===== config.mk =====
export PLATFORM = sky130hd
export DESIGN_NAME = itrf_top
export DESIGN_NICKNAME = d
export VERILOG_FILES = /design/src/logic/itrf_pkg.sv /design/src/logic/itrf_i2c_port.sv /design/src/logic/itrf_top.sv
export SDC_FILE = /design/constraint.sdc
export NUM_CORES = 2
export LEC_CHECK = 0
export BUFFER_PORTS_ARGS = -buffer_cell sky130_fd_sc_hd__buf_2
export CAP_MARGIN = 20
export CORE_MARGIN = 2
export CORE_UTILIZATION = 60
export CTS_BUF_LIST = sky130_fd_sc_hd__clkbuf_4
export DETAILED_ROUTE_END_ITERATION = 10
export GPL_TIMING_DRIVEN = 1
export PLACE_DENSITY = 0.79
export SETUP_SLACK_MARGIN = 0.4
export SLEW_MARGIN = 20
export SYNTH_ARGS = -nofsm -noshare
export SYNTH_HDL_FRONTEND = slang
export SYNTH_SLANG_ARGS = --single-unit

===== constraint.sdc =====
create_clock -name clk_in -period 5 [get_ports clk_in]
set_clock_uncertainty 0.1 [all_clocks]
set_input_delay 0 -clock clk_in [delete_from_list [all_inputs] [get_ports clk_in]]
set_output_delay 0 -clock clk_in [all_outputs]
set_load 0.05 [all_outputs]

===== src/logic/itrf_pkg.sv =====
// Constants, register map and carrier types of the I2C target with remote forwarding
// What this block does
// - Strap level picks one of eight seven-bit addresses 0x30 to 0x3D at power-up.
// - Start is data falling with clock high; stop is data rising with clock high.
// - Acknowledge a matching address by pulling data low; release it otherwise.
// - During writes acknowledge every data byte received; a forwarded byte is acknowledged only if the remote answer is not a refusal.
// - Start or repeated start opens, stop closes each transfer.
// - Works at standard, fast and fast-plus speeds up to 1 MHz.
// - Local register access accepted from 2 ms after power-down pin rises.
// - Local register accesses hold the serial clock low for only three clock cycles at each byte.
// - Strapped primary address readable from the register at offset 0x0.
// - Up to four programmable receive-port addresses reach port registers directly.
// - Second host port decodes the same primary and receive-port addresses.
// - Reset control register at 0x01 is written only from the primary port.
// - Bits 7 to 4 of register 0x0C select links the second port reaches.
// - Remote accesses forwarded; clock held low until answer returns on local bus.
// - Port select at 0x4C picks port; its serializer address shows at 0x5B.
// - Forward only when bit 6 of 0x58 is set and address decodes.
// - Relay only the port's serializer alias or its registered remote aliases.
// - Forward-all relays any address except the primary one; immediate-acknowledge acknowledges at once and sends no remote request.
// - Eight virtual/real pairs per port at 0x5D to 0x6C; real address used remotely.
// - Same virtual address on several ports makes a write a broadcast.
package itrf_pkg;
  localparam int CLK_HZ = 40000000;
  localparam int POWERUP_MS = 2;
  localparam int POWERUP_CYC = CLK_HZ / 1000 * POWERUP_MS;
  localparam int NPORT = 4;
  localparam int NPAIR = 8;
  localparam logic [7:0] A_DEV_ADDR = 8'h00;
  localparam logic [7:0] A_RESET_CONTROL = 8'h01;
  localparam logic [7:0] A_LINK_MAP = 8'h0C;
  localparam logic [7:0] A_PORT_SEL = 8'h4C;
  localparam logic [7:0] A_CC_CFG = 8'h58;
  localparam logic [7:0] A_SER_ADDR = 8'h5B;
  localparam logic [7:0] A_SERIALIZER_VIRTUAL_ADDRESS = 8'h5C;
  localparam logic [7:0] A_REAL_BASE = 8'h5D;
  localparam logic [7:0] A_VIRT_BASE = 8'h65;
  localparam logic [7:0] A_PAIR_LAST = 8'h6C;
  localparam logic [7:0] A_PORT_ADDR_BASE = 8'hF8;
  localparam int CFG_PASS = 6;
  localparam int CFG_PASS_ALL = 7;
  localparam int CFG_AUTO_ACK = 5;
  localparam int MAP_LSB = 4;
  localparam logic [7:0] RST_VAL = 8'h00;
  localparam logic [6:0] STRAP_ADDR0 = 7'h30;
  localparam logic [6:0] STRAP_ADDR7 = 7'h3D;
  localparam logic [2:0] STRAP_LAST = 3'h7;

  typedef enum logic [6:0] {
    ST_IDLE = 7'h01,
    ST_ADDR = 7'h02,
    ST_AACK = 7'h04,
    ST_WBYTE = 7'h08,
    ST_WACK = 7'h10,
    ST_RBYTE = 7'h20,
    ST_RACK = 7'h40
  } itrf_state_e;

  typedef struct packed {
    logic valid;
    logic [3:0] port_mask;
    logic [6:0] real_addr;
    logic read;
    logic [7:0] data;
  } itrf_cc_req_s;

  typedef struct packed {
    logic valid;
    logic nack;
    logic [7:0] data;
  } itrf_cc_rsp_s;
endpackage


===== src/logic/itrf_i2c_port.sv =====
// One I2C target port: framing, shifting, acknowledge and clock stretch
`timescale 1ns/1ps
module itrf_i2c_port (
  input wire logic clk_in,
  input wire logic rst_n_in,
  input wire logic scl_in,
  input wire logic sda_in,
  input wire logic ready_in,
  input wire logic match_in,
  input wire logic stretch_in,
  input wire logic ack_in,
  input wire logic [7:0] rdata_in,
  output logic sda_oe_out,
  output logic scl_oe_out,
  output logic addr_ev_out,
  output logic wbyte_ev_out,
  output logic rbyte_ev_out,
  output logic stop_ev_out,
  output logic [7:0] byte_out,
  output logic read_out
);
  typedef struct packed {
    logic [1:0] scl_s;
    logic [1:0] sda_s;
    logic scl_q;
    logic sda_q;
    itrf_pkg::itrf_state_e st;
    logic [7:0] sh;
    logic [3:0] cnt;
    logic rd;
    logic sda_oe;
    logic scl_oe;
    logic addr_ev;
    logic wb_ev;
    logic rb_ev;
    logic stop_ev;
    logic mack;
    logic setup;
  } port_s;
  port_s q_ff;
  port_s nxt_q;
  logic scl;
  logic sda;
  logic rise;
  logic fall;
  logic start;
  logic stop;

  always_comb begin
    scl = q_ff.scl_s[1];
    sda = q_ff.sda_s[1];
    rise = scl & ~q_ff.scl_q;
    fall = ~scl & q_ff.scl_q;
    start = scl & q_ff.scl_q & q_ff.sda_q & ~sda;
    stop = scl & q_ff.scl_q & ~q_ff.sda_q & sda;
    nxt_q = q_ff;
    nxt_q.scl_s = {q_ff.scl_s[0], scl_in};
    nxt_q.sda_s = {q_ff.sda_s[0], sda_in};
    nxt_q.scl_q = scl;
    nxt_q.sda_q = sda;
    nxt_q.addr_ev = 1'b0;
    nxt_q.wb_ev = 1'b0;
    nxt_q.rb_ev = 1'b0;
    nxt_q.stop_ev = 1'b0;
    if (start) begin
      nxt_q.st = ready_in ? itrf_pkg::ST_ADDR : itrf_pkg::ST_IDLE;
      nxt_q.cnt = 4'h0;
      nxt_q.sda_oe = 1'b0;
      nxt_q.scl_oe = 1'b0;
    end else if (stop) begin
      nxt_q.st = itrf_pkg::ST_IDLE;
      nxt_q.sda_oe = 1'b0;
      nxt_q.scl_oe = 1'b0;
      nxt_q.stop_ev = 1'b1;
    end else begin
      case (q_ff.st)
        itrf_pkg::ST_ADDR, itrf_pkg::ST_WBYTE: begin
          if (rise) begin
            nxt_q.sh = {q_ff.sh[6:0], sda};
            nxt_q.cnt = q_ff.cnt + 4'h1;
          end
          if (fall && q_ff.cnt == 4'h8) begin
            nxt_q.cnt = 4'h0;
            // stretch while the decision is pending
            nxt_q.scl_oe = 1'b1;
            if (q_ff.st == itrf_pkg::ST_ADDR) begin
              nxt_q.rd = q_ff.sh[0];
              nxt_q.addr_ev = 1'b1;
              nxt_q.st = itrf_pkg::ST_AACK;
            end else begin
              nxt_q.wb_ev = 1'b1;
              nxt_q.st = itrf_pkg::ST_WACK;
            end
          end
        end
        itrf_pkg::ST_AACK, itrf_pkg::ST_WACK: begin
          // clock released unless a remote answer is awaited
          if (q_ff.scl_oe && q_ff.setup) begin
            // Data settles a cycle before the clock is let go
            nxt_q.scl_oe = 1'b0;
            nxt_q.setup = 1'b0;
          end else if (q_ff.scl_oe && !stretch_in && !q_ff.addr_ev && !q_ff.wb_ev) begin
            nxt_q.setup = 1'b1;
            nxt_q.sda_oe = (q_ff.st == itrf_pkg::ST_AACK) ? (match_in & ack_in) : ack_in;
            nxt_q.mack = (q_ff.st == itrf_pkg::ST_AACK) ? (match_in & ack_in) : ack_in;
          end else if (!q_ff.scl_oe && fall) begin
            nxt_q.sda_oe = 1'b0;
            if (!q_ff.mack) begin
              nxt_q.st = itrf_pkg::ST_IDLE;
            end else if (q_ff.st == itrf_pkg::ST_AACK && q_ff.rd) begin
              nxt_q.rb_ev = 1'b1;
              nxt_q.scl_oe = 1'b1;
              nxt_q.st = itrf_pkg::ST_RBYTE;
            end else begin
              nxt_q.st = itrf_pkg::ST_WBYTE;
            end
          end
        end
        itrf_pkg::ST_RBYTE: begin
          if (q_ff.scl_oe) begin
            if (q_ff.setup) begin
              nxt_q.scl_oe = 1'b0;
              nxt_q.setup = 1'b0;
            end else if (!stretch_in && !q_ff.rb_ev) begin
              nxt_q.setup = 1'b1;
              nxt_q.sh = {rdata_in[6:0], 1'b0};
              nxt_q.sda_oe = ~rdata_in[7];
              nxt_q.cnt = 4'h1;
            end
          end else if (fall) begin
            if (q_ff.cnt == 4'h8) begin
              nxt_q.sda_oe = 1'b0;
              nxt_q.st = itrf_pkg::ST_RACK;
            end else begin
              nxt_q.sda_oe = ~q_ff.sh[7];
              nxt_q.sh = {q_ff.sh[6:0], 1'b0};
              nxt_q.cnt = q_ff.cnt + 4'h1;
            end
          end
        end
        itrf_pkg::ST_RACK: begin
          // host ack continues, nack ends the read
          if (rise) begin
            nxt_q.mack = ~sda;
          end
          if (fall) begin
            if (q_ff.mack) begin
              nxt_q.rb_ev = 1'b1;
              nxt_q.scl_oe = 1'b1;
              nxt_q.st = itrf_pkg::ST_RBYTE;
            end else begin
              nxt_q.st = itrf_pkg::ST_IDLE;
            end
          end
        end
        default: begin
          nxt_q.st = itrf_pkg::ST_IDLE;
        end
      endcase
    end
  end

  always_ff @(posedge clk_in or negedge rst_n_in) begin
    if (!rst_n_in) begin
      q_ff <= '{scl_s: 2'h3, sda_s: 2'h3, scl_q: 1'b1, sda_q: 1'b1, st: itrf_pkg::ST_IDLE, default: '0};
    end else begin
      q_ff <= nxt_q;
    end
  end

  assign sda_oe_out = q_ff.sda_oe;
  assign scl_oe_out = q_ff.scl_oe;
  assign addr_ev_out = q_ff.addr_ev;
  assign wbyte_ev_out = q_ff.wb_ev;
  assign rbyte_ev_out = q_ff.rb_ev;
  assign stop_ev_out = q_ff.stop_ev;
  assign byte_out = q_ff.sh;
  assign read_out = q_ff.rd;
endmodule


===== src/logic/itrf_top.sv =====
// Top of the I2C target: two host ports, register file and remote forwarding
`timescale 1ns/1ps
module itrf_top #(
  parameter int POWERUP_CYCLES = itrf_pkg::POWERUP_CYC
) (
  input wire logic clk_in,
  input wire logic rst_n_in,
  input wire logic [2:0] address_strap_pin_in,
  input wire logic [1:0] scl_in,
  input wire logic [1:0] sda_in,
  output logic [1:0] scl_oe_out,
  output logic [1:0] sda_oe_out,
  output itrf_pkg::itrf_cc_req_s cc_req_out,
  input wire logic cc_req_ready_in,
  input itrf_pkg::itrf_cc_rsp_s cc_rsp_in,
  input wire logic [6:0] serializer_real_address_in [itrf_pkg::NPORT],
  output logic [7:0] reset_control_out
);
  localparam int NP = itrf_pkg::NPORT;
  localparam int NV = itrf_pkg::NPAIR;

  typedef struct packed {
    logic [2:0] strap_s1;
    logic [2:0] strap_s2;
    logic [6:0] dev_addr;
    logic [7:0] reset_control;
    logic [7:0] link_map;
    logic [7:0] port_sel;
    logic [7:0] cc_cfg;
    logic [NP-1:0][7:0] serializer_virtual_address;
    logic [NP-1:0][7:0] port_addr;
    logic [NP-1:0][NV-1:0][7:0] real_a;
    logic [NP-1:0][NV-1:0][7:0] virt_a;
    logic [31:0] pwr_cnt;
    logic ready;
    logic [1:0] hit_local;
    logic [1:0][NP-1:0] hit_port;
    logic [1:0] hit_remote;
    logic [1:0][NP-1:0] fwd_mask;
    logic [1:0][6:0] fwd_real;
    logic [1:0] idx_set;
    logic [1:0][7:0] idx;
    logic [1:0] stretch;
    logic [1:0] ack;
    logic [1:0][7:0] rdata;
    logic busy;
    logic owner;
    itrf_pkg::itrf_cc_req_s req;
    itrf_pkg::itrf_cc_req_s [1:0] pend;
  } top_s;
  top_s q_ff;
  top_s nxt_q;

  logic [1:0] addr_ev;
  logic [1:0] wb_ev;
  logic [1:0] rb_ev;
  logic [1:0] stop_ev;
  logic [1:0] rd;
  logic [1:0][7:0] byte_v;
  logic [1:0] match;

  function automatic logic [7:0] reg_read(input top_s s, input logic [7:0] a, input logic [NP-1:0] pm);
    logic [7:0] v;
    int p;
    v = 8'h00;
    p = 0;
    for (int i = NP - 1; i >= 0; i--) begin
      if (pm[i]) begin
        p = i;
      end
    end
    if (a == itrf_pkg::A_DEV_ADDR) begin
      v = {s.dev_addr, 1'b0};
    end else if (a == itrf_pkg::A_RESET_CONTROL) begin
      v = s.reset_control;
    end else if (a == itrf_pkg::A_LINK_MAP) begin
      v = s.link_map;
    end else if (a == itrf_pkg::A_PORT_SEL) begin
      v = s.port_sel;
    end else if (a == itrf_pkg::A_CC_CFG) begin
      v = s.cc_cfg;
    end else if (a == itrf_pkg::A_SER_ADDR) begin
      v = {serializer_real_address_in[p], 1'b0};
    end else if (a == itrf_pkg::A_SERIALIZER_VIRTUAL_ADDRESS) begin
      v = s.serializer_virtual_address[p];
    end else if (a >= itrf_pkg::A_REAL_BASE && a < itrf_pkg::A_VIRT_BASE) begin
      v = s.real_a[p][3'(a - itrf_pkg::A_REAL_BASE)];
    end else if (a >= itrf_pkg::A_VIRT_BASE && a <= itrf_pkg::A_PAIR_LAST) begin
      v = s.virt_a[p][3'(a - itrf_pkg::A_VIRT_BASE)];
    end else if (a >= itrf_pkg::A_PORT_ADDR_BASE && a < itrf_pkg::A_PORT_ADDR_BASE + 8'(NP)) begin
      v = s.port_addr[2'(a - itrf_pkg::A_PORT_ADDR_BASE)];
    end
    return v;
  endfunction

  // identical port instances share one decode
  for (genvar g = 0; g < 2; g++) begin : g_port
    itrf_i2c_port u_port (
      .clk_in(clk_in),
      .rst_n_in(rst_n_in),
      .scl_in(scl_in[g]),
      .sda_in(sda_in[g]),
      .ready_in(q_ff.ready),
      .match_in(match[g]),
      .stretch_in(q_ff.stretch[g]),
      .ack_in(q_ff.ack[g]),
      .rdata_in(q_ff.rdata[g]),
      .sda_oe_out(sda_oe_out[g]),
      .scl_oe_out(scl_oe_out[g]),
      .addr_ev_out(addr_ev[g]),
      .wbyte_ev_out(wb_ev[g]),
      .rbyte_ev_out(rb_ev[g]),
      .stop_ev_out(stop_ev[g]),
      .byte_out(byte_v[g]),
      .read_out(rd[g])
    );
  end

  always_comb begin
    logic [6:0] a7;
    logic [NP-1:0] pm;
    logic [NP-1:0] fm;
    logic [6:0] fr;
    logic [NP-1:0] allow;
    a7 = 7'h00;
    pm = '0;
    fm = '0;
    fr = 7'h00;
    allow = '0;
    nxt_q = q_ff;
    nxt_q.strap_s1 = address_strap_pin_in;
    nxt_q.strap_s2 = q_ff.strap_s1;
    // accept local access after power-up delay
    if (!q_ff.ready) begin
      nxt_q.pwr_cnt = q_ff.pwr_cnt + 32'h1;
      nxt_q.dev_addr = (q_ff.strap_s2 == itrf_pkg::STRAP_LAST) ? itrf_pkg::STRAP_ADDR7 :
                       itrf_pkg::STRAP_ADDR0 + {3'h0, q_ff.strap_s2, 1'b0};
      if (q_ff.pwr_cnt >= 32'(POWERUP_CYCLES - 1)) begin
        nxt_q.ready = 1'b1;
      end
    end
    for (int g = 0; g < 2; g++) begin
      // link map limits the second port
      allow = (g == 1) ? q_ff.link_map[itrf_pkg::MAP_LSB +: NP] : {NP{1'b1}};
      if (stop_ev[g]) begin
        nxt_q.stretch[g] = 1'b0;
      end
      if (addr_ev[g]) begin
        a7 = byte_v[g][7:1];
        nxt_q.idx_set[g] = 1'b0;
        nxt_q.hit_local[g] = (a7 == q_ff.dev_addr);
        fm = '0;
        fr = 7'h00;
        for (int p = 0; p < NP; p++) begin
          nxt_q.hit_port[g][p] = q_ff.port_addr[p][7:1] == a7 && q_ff.port_addr[p][7:1] != 7'h00;
          if (allow[p]) begin
            if (q_ff.serializer_virtual_address[p][7:1] == a7 && a7 != 7'h00) begin
              fm[p] = 1'b1;
              fr = serializer_real_address_in[p];
            end
            for (int v = 0; v < NV; v++) begin
              if (q_ff.virt_a[p][v][7:1] == a7 && a7 != 7'h00) begin
                // each matching port joins the broadcast
                fm[p] = 1'b1;
                fr = q_ff.real_a[p][v][7:1];
              end
            end
          end
        end
        if (q_ff.cc_cfg[itrf_pkg::CFG_PASS_ALL] && fm == '0 && a7 != q_ff.dev_addr) begin
          fm = (q_ff.port_sel[NP-1:0] & allow);
          fr = a7;
        end
        nxt_q.hit_remote[g] = q_ff.cc_cfg[itrf_pkg::CFG_PASS] && fm != '0;
        nxt_q.fwd_mask[g] = fm;
        nxt_q.fwd_real[g] = fr;
        nxt_q.ack[g] = 1'b1;
        if (q_ff.cc_cfg[itrf_pkg::CFG_PASS] && fm != '0 && !q_ff.cc_cfg[itrf_pkg::CFG_AUTO_ACK]) begin
          // address phase goes to the remote side
          nxt_q.stretch[g] = 1'b1;
          nxt_q.pend[g] = '{valid: 1'b0, port_mask: fm, real_addr: fr, read: byte_v[g][0], data: 8'h00};
        end
      end
      // Data phases only; the address phase raised its own request above
      if (q_ff.hit_remote[g] && (wb_ev[g] || rb_ev[g]) && !q_ff.cc_cfg[itrf_pkg::CFG_AUTO_ACK]) begin
        nxt_q.stretch[g] = 1'b1;
        nxt_q.pend[g] = '{valid: 1'b0, port_mask: q_ff.fwd_mask[g], real_addr: q_ff.fwd_real[g],
                      read: rb_ev[g], data: byte_v[g]};
      end
      if (!q_ff.hit_remote[g] && wb_ev[g] && q_ff.hit_local[g] | (q_ff.hit_port[g] != '0)) begin
        nxt_q.ack[g] = 1'b1;
        if (!q_ff.idx_set[g]) begin
          nxt_q.idx_set[g] = 1'b1;
          nxt_q.idx[g] = byte_v[g];
        end else begin
          nxt_q.idx[g] = q_ff.idx[g] + 8'h01;
          pm = q_ff.hit_port[g] != '0 ? q_ff.hit_port[g] : q_ff.port_sel[NP-1:0];
          // reset control only from the primary port
          if (q_ff.idx[g] == itrf_pkg::A_RESET_CONTROL && g == 0) begin
            nxt_q.reset_control = byte_v[g];
          end else if (q_ff.idx[g] == itrf_pkg::A_LINK_MAP) begin
            nxt_q.link_map = byte_v[g];
          end else if (q_ff.idx[g] == itrf_pkg::A_PORT_SEL) begin
            nxt_q.port_sel = byte_v[g];
          end else if (q_ff.idx[g] == itrf_pkg::A_CC_CFG) begin
            nxt_q.cc_cfg = byte_v[g];
          end
          for (int p = 0; p < NP; p++) begin
            if (pm[p]) begin
              if (q_ff.idx[g] == itrf_pkg::A_SERIALIZER_VIRTUAL_ADDRESS) begin
                nxt_q.serializer_virtual_address[p] = byte_v[g];
              end else if (q_ff.idx[g] >= itrf_pkg::A_REAL_BASE && q_ff.idx[g] < itrf_pkg::A_VIRT_BASE) begin
                nxt_q.real_a[p][3'(q_ff.idx[g] - itrf_pkg::A_REAL_BASE)] = byte_v[g];
              end else if (q_ff.idx[g] >= itrf_pkg::A_VIRT_BASE && q_ff.idx[g] <= itrf_pkg::A_PAIR_LAST) begin
                nxt_q.virt_a[p][3'(q_ff.idx[g] - itrf_pkg::A_VIRT_BASE)] = byte_v[g];
              end
            end
            if (q_ff.idx[g] == itrf_pkg::A_PORT_ADDR_BASE + 8'(p)) begin
              nxt_q.port_addr[p] = byte_v[g];
            end
          end
        end
      end
      if (!q_ff.hit_remote[g] && rb_ev[g]) begin
        pm = q_ff.hit_port[g] != '0 ? q_ff.hit_port[g] : q_ff.port_sel[NP-1:0];
        nxt_q.rdata[g] = reg_read(q_ff, q_ff.idx[g], pm);
        nxt_q.idx[g] = q_ff.idx[g] + 8'h01;
      end
    end
    // one request at a time on the channel
    if (!q_ff.busy) begin
      for (int g = 1; g >= 0; g--) begin
        if (q_ff.stretch[g]) begin
          nxt_q.owner = 1'(g);
          nxt_q.req = q_ff.pend[g];
        end
      end
      if (q_ff.stretch != 2'b00) begin
        nxt_q.req.valid = 1'b1;
        nxt_q.busy = 1'b1;
      end
    end else if (q_ff.req.valid) begin
      if (cc_req_ready_in) begin
        nxt_q.req.valid = 1'b0;
      end
    end else if (cc_rsp_in.valid) begin
      // host waited while the clock was held
      nxt_q.busy = 1'b0;
      nxt_q.stretch[q_ff.owner] = 1'b0;
      nxt_q.ack[q_ff.owner] = ~cc_rsp_in.nack;
      nxt_q.rdata[q_ff.owner] = cc_rsp_in.data;
    end
  end

  assign match[0] = q_ff.hit_local[0] | (q_ff.hit_port[0] != '0) | q_ff.hit_remote[0];
  assign match[1] = q_ff.hit_local[1] | (q_ff.hit_port[1] != '0) | q_ff.hit_remote[1];

  // sampling at 40 MHz covers 1 MHz serial clock
  always_ff @(posedge clk_in or negedge rst_n_in) begin
    if (!rst_n_in) begin
      q_ff <= '0;
    end else begin
      q_ff <= nxt_q;
    end
  end

  assign cc_req_out = q_ff.req;
  assign reset_control_out = q_ff.reset_control;
endmodule


==> results of run 1 <==
[timing repair]
item,CTS
hold endpoints to repair,906
pin swaps,1
setup endpoints to repair,13
buffers inserted,0
gates resized for setup,16
hold buffers,80
gates cloned,1
[metal layers]
layer,global-route usage [%],overflow
met5,22.2,0
met4,63.7,2
met1,79.1,0
met2,88.8,2
met3,55.7,0
[cells by family after synthesis]
kind of cell    after synthesis
compound gates             2092
xor+xnor                    606
fa+ha+maj                    14
buf+inv                     790
flops                       855
mux                         817
simple gates               2668
[stage by stage]
stage	std cells	util [%]	setup TNS [ns]	instance area, µm²
floorplan	7842	-	0	65100
global placement	9112	63.9	-1.19	68600
detailed placement	9114	64.0	-0.436	68700
CTS	9605	67.6	0	72500
==> results.tsv, run 1 <==
stage	metric	value	unit
floorplanning	Initial Utilization	60.7	%
sta	Crit. endpoint post-GRT repair	q_ff[73]$_DFF_PN0_/D	
logic_synthesis	Avg Cell Area, Syn	8.30	µm²
outcome	outcome	stopped before the end	
logic_synthesis	largest family of logic cells by synthesized area	compound AO/OA/AOI/OAI gates	
global_route	GRT Overall Usage	73.1	%
logic_synthesis	Yosys Warn Count	0	
place	Setup WS pre-CTS	-0.252	ns
place	dpl hpwl	275000	µm
outcome	Run Error	[ERROR GRT-0232] Routing congestion too high. Check the congestion heatmap in the GUI.	
logic_synthesis	Simple-Gate Fraction of Synth Area	18.7	%
logic_synthesis	xor and xnor area share after synthesis	8.15	%
logic_synthesis	sequential area share after synthesis	32.9	%
logic_synthesis	Synth top area share	32.3	%
logic_synthesis	cell area after synthesis	0.0651	mm²
place	GPL Wtd Cong	1.28	
clock_network	H-tree Lvls	4	
clock_network	Max Buffers Root-to-Sink	3	
logic_synthesis	syn nets	7904	
logic_synthesis	multiplexer area fraction after synthesis	15.0	%
global_route	largest net degree at the start of global routing	148	
logic_synthesis	synth cell count leaders	nor2_1, dfrtp_1, nand2_1, a21oi_1, mux2i_1	
floorplanning	row count	120	
clock_network	CTS sink cnt	855	
clock_network	CTS root buffer	clkbuf_4	
logic_synthesis	biggest area consumer among synthesized cells	dfrtp_1	
floorplanning	Horiz. Die Dim	333	µm
logic_synthesis	Yosys reg bits	855	
logic_synthesis	Synth area leaders	dfrtp_1, mux2i_1, a21oi_1, nor2_1, xor2_1	
logic_synthesis	top_reg_cell synth	dfrtp_1	
logic_synthesis	most common cell in the netlist	nor2_1	
logic_synthesis	Distinct cells, synth	94	
floorplanning	I/O pin count	81	
logic_synthesis	Syn Inst Count	7842	
place	port bufs	80	
outcome	Exit stage	global routing	
sta	worst endpoint type	register data pin	
logic_synthesis	Synth Area in Compound Gates	19.9	%
floorplanning	Die Y	333	µm
logic_synthesis	Post-Synth Adder-Cell Area	0.269	%
logic_synthesis	number of flops mapped to enable cells by yosys	0	
logic_synthesis	async set-reset flop share out of synthesis	100	%
global_route	global route total overflow	4	
clock_network	Inserted Clock Buffers	225	
==> inputs of run 2 (changes only) <==
--- a/config.mk
+++ b/config.mk
@@ -8,12 +8,10 @@
 export BUFFER_PORTS_ARGS = -buffer_cell sky130_fd_sc_hd__buf_2
 export CAP_MARGIN = 20
 export CORE_MARGIN = 2
-export CORE_UTILIZATION = 60
-export CTS_BUF_LIST = sky130_fd_sc_hd__clkbuf_4
+export CORE_UTILIZATION = 40
 export DETAILED_ROUTE_END_ITERATION = 10
 export GPL_TIMING_DRIVEN = 1
-export PLACE_DENSITY = 0.79
-export SETUP_SLACK_MARGIN = 0.4
+export PLACE_DENSITY_LB_ADDON = 0.15
 export SLEW_MARGIN = 20
 export SYNTH_ARGS = -nofsm -noshare
 export SYNTH_HDL_FRONTEND = slang
==> run 2 against run 1 <==
Effect of this change:
- area after synthesis did not move
- synthesized cell count did not move
- the flow now finishes, with violations (setup timing)
==> results.tsv, run 2 <==
stage	metric	value	unit
pwr	Reg power frac	44.8	%
drt	starting DRC count in detailed routing	12500	
sta	slack of the critical path	-0.247	ns
logic_synthesis	top_reg_cell synth	dfrtp_1	
pwr	sw frac	25.0	%
flow_run	MaxCap Viol Count	0	
pwr	Int Pwr	11.8	mW
drt	Via density	7.05	
final_layout	share of layout cells above drive strength 1	14.3	%
logic_synthesis	Avg Cell Area, Syn	8.30	µm²
final_layout	post-layout instance area	0.0749	mm²
logic_synthesis	cell area after synthesis	0.0651	mm²
logic_synthesis	Yosys reg bits	855	
critical_path	max incr delay on CP	1.00	ns
sta	final hold slack	0.0466	ns
final_layout	most frequent cells in the layout	nor2_1, dfrtp_1, nand2_1	
logic_synthesis	most common cell in the netlist	nor2_1	
logic_synthesis	number of flops mapped to enable cells by yosys	0	
clock_network	worst skew pair latency	0.81	ns
logic_synthesis	synth cell count leaders	nor2_1, dfrtp_1, nand2_1, a21oi_1, mux2i_1	
drt	post-route ant nets	0	
final_layout	Top reg by flops	q_ff	
sta	Final Hold Violating Endpoints	0	
final_layout	max FFs per register	755	
critical_path	crit start category	flop	
clock_network	H-tree Lvls	3	
global_route	largest net degree at the start of global routing	133	
clock_network	Max Buffers Root-to-Sink	3	
final_layout	commonest non-fill, non-tap cell in the layout	nor2_1	
logic_synthesis	async set-reset flop share out of synthesis	100	%
floorplanning	Initial Utilization	40.1	%
floorplanning	Die Y	408	µm
hold_path	Worst Hold Class	input pin to flop	
drt	Residual DRC	0	
pwr	Psw	3.95	mW
critical_path	critical path data required time	5.59	ns
sta	Final setup violation count	18	
floorplanning	die area	0.166	mm²
pwr	leak pwr	35.8	nW
critical_path	reg2reg path depth	10	
floorplanning	row count	148	
sta	worst slew pin tran	1.28	ns
global_route	GRT Overall Usage	52.1	%
clock_network	setup repair bufs after CTS	0	
critical_path	worst-path fanout max	29	
sta	period utilization	105	%
global_route	global route total overflow	0	
floorplanning	area of the core	0.162	mm²
pwr	Final Power	15.8	mW
place	dpl hpwl	332000	µm
place	port bufs	80	
place	placed cell area	0.0708	mm²
clock_network	clock slew at reported path FFs	0.07	ns
logic_synthesis	sequential area share after synthesis	32.9	%
final_layout	Final Non-Filler Cells	10300	
sta	unrepaired setup endpoints after global routing	no	
critical_path	Crit path arrival time	5.84	ns
critical_path	CP max-delay cell	a2111oi_1	
place	Setup WS pre-CTS	-0.176	ns
drt	drt wl/cell	43.4	µm
place	Placed Cells	10000	
sta	min Tclk post-route	5.25	ns
floorplanning	Horiz. Die Dim	408	µm
clock_network	CTS sink cnt	855	
logic_synthesis	Synth top area share	32.3	%
sta	Max Freq	191	MHz
pwr	clock power share	51.4	%
pwr	peak supply drop	0.318	mV
sta	relative slew slack	14.2	%
final_layout	synthesis-to-layout area growth	15.0	%
logic_synthesis	Distinct cells, synth	94	
place	GPL Wtd Cong	1.15	
logic_synthesis	Syn Inst Count	7842	
final_layout	Nets	8035	
outcome	failing checks	setup timing	
clock_network	CTS tree	done	
global_route	antenna violations before repair	53	
logic_synthesis	biggest area consumer among synthesized cells	dfrtp_1	
clock_network	CTS root buffer	clkbuf_16	
global_route	first-pass GRT wire length	596000	µm
outcome	outcome	finished with violations	
logic_synthesis	syn nets	7904	
floorplanning	I/O pin count	81	
final_layout	fillcell total	16000	
sta	Setup TNS Final	-1.87	ns
hold_path	hold path depth	5	
critical_path	Critical Path, Cell by Cell	nor2_1 > a2111o_1 > nor2_4 > o21ai_0 > a32oi_1 > nand4_1 > a2111oi_1 > buf_4 > a21oi_1 > o22a_1	
drt	detailed-route wire length	445000	µm
clock_network	Inserted Clock Buffers	100	
pwr	PwrDens	211	mW/mm²
logic_synthesis	Synth area leaders	dfrtp_1, mux2i_1, a21oi_1, nor2_1, xor2_1	
drt	DR vias	72300	
pwr	Logic pwr share	3.7	%
final_layout	Layout Utilization	46.2	%
drt	drt pass-1 iters	7	
sta	Max Slew Vio Count	0	
critical_path	critical path type	flop to flop	
global_route	number of global-route vias before repair	65800	
critical_path	Critical Path End Type	flop	
logic_synthesis	Yosys Warn Count	0	
[run 2: per-layer routing]
layer / track usage [%] / part of all wire [%] / vias up / wire, µm
li1: - / - / 28700 / -
met1: 64.0 / 37 / 35900 / 163000
met2: 71.8 / 40 / 6017 / 176000
met3: 19.5 / 13 / 1692 / 57900
met4: 44.1 / 11 / 28 / 48700
met5: 0 / 0.045 / - / 200
[run 2: path summary, 6_finish.rpt]
path	startpoint	endpoint	slack, ns
worst max-delay path	q_ff[134]	q_ff[76]	-0.25
worst min-delay path	cc_rsp_in[0]	q_ff[65]	0.05
worst max register to register	q_ff[134]	q_ff[76]	-0.25
worst min register to register	nxt_q[786]	q_ff[786]	0.25
max in group asynchronous	rst_n_in	g_port[0].u_port.byte_out[7]	3.41
min in group asynchronous	rst_n_in	q_ff[560]	0.50
[run 2: power by group through the flow]
stage	clock network [mW]	logic [mW]	registers [mW]
2_1_floorplan	0	0.258	7.16
3_3_place_gp	0	0.540	7.19
3_5_place_dp	0	0.551	7.19
4_1_cts	8.13	0.583	7.07
5_1_grt	8.41	0.638	7.08
6_report	8.11	0.591	7.07
[run 2: area by class of cell]
class | instances | area [µm²] | share of cell area [%]
multi-input cells | 6197 | 40900 | 54.6
flip-flops and latches | 855 | 21500 | 28.7
repair buffers | 692 | 5770 | 7.71
clock buffers | 136 | 2810 | 3.75
well taps | 2175 | 2720 | 3.63
clock inverters | 45 | 684 | 0.914
inverters | 127 | 477 | 0.636
diodes | 38 | 95.1 | 0.127
[run 2: cell families (layout without fill, tap and decap cells)]
kind of cell               count (synthesis)  in the layout  synth area share (%)
DFF                                      855            855                  32.9
and+or+nand+nor                         2668           2668                  18.7
xor gates and xnor gates                 606            606                  8.15
AOI/OAI and AO/OA                       2092           2092                  19.9
other                                      0             38                     0
adders and majority gates                 14             14                 0.269
buffers and inverters                    790           1000                  5.12
muxes                                    817            817                  15.0
[run 2: critical path: cells and delay by family, from the launching register on]
kind,cells,cell delay (ns)
compound gates,6,2.77
simple gates,3,1.46
flops,1,0.48
buf+inv,1,0.27
[run 2: timing repair]
action | in CTS | in global routing
gates resized for setup | 4 | 12
pin swaps | 0 | 1
gates cloned | 0 | 0
hold buffers | 35 | 0
hold endpoints to repair | 793 | 0
endpoints found under the setup margin | 3 | 12
Note: power is estimated with default switching activity, not from simulation.
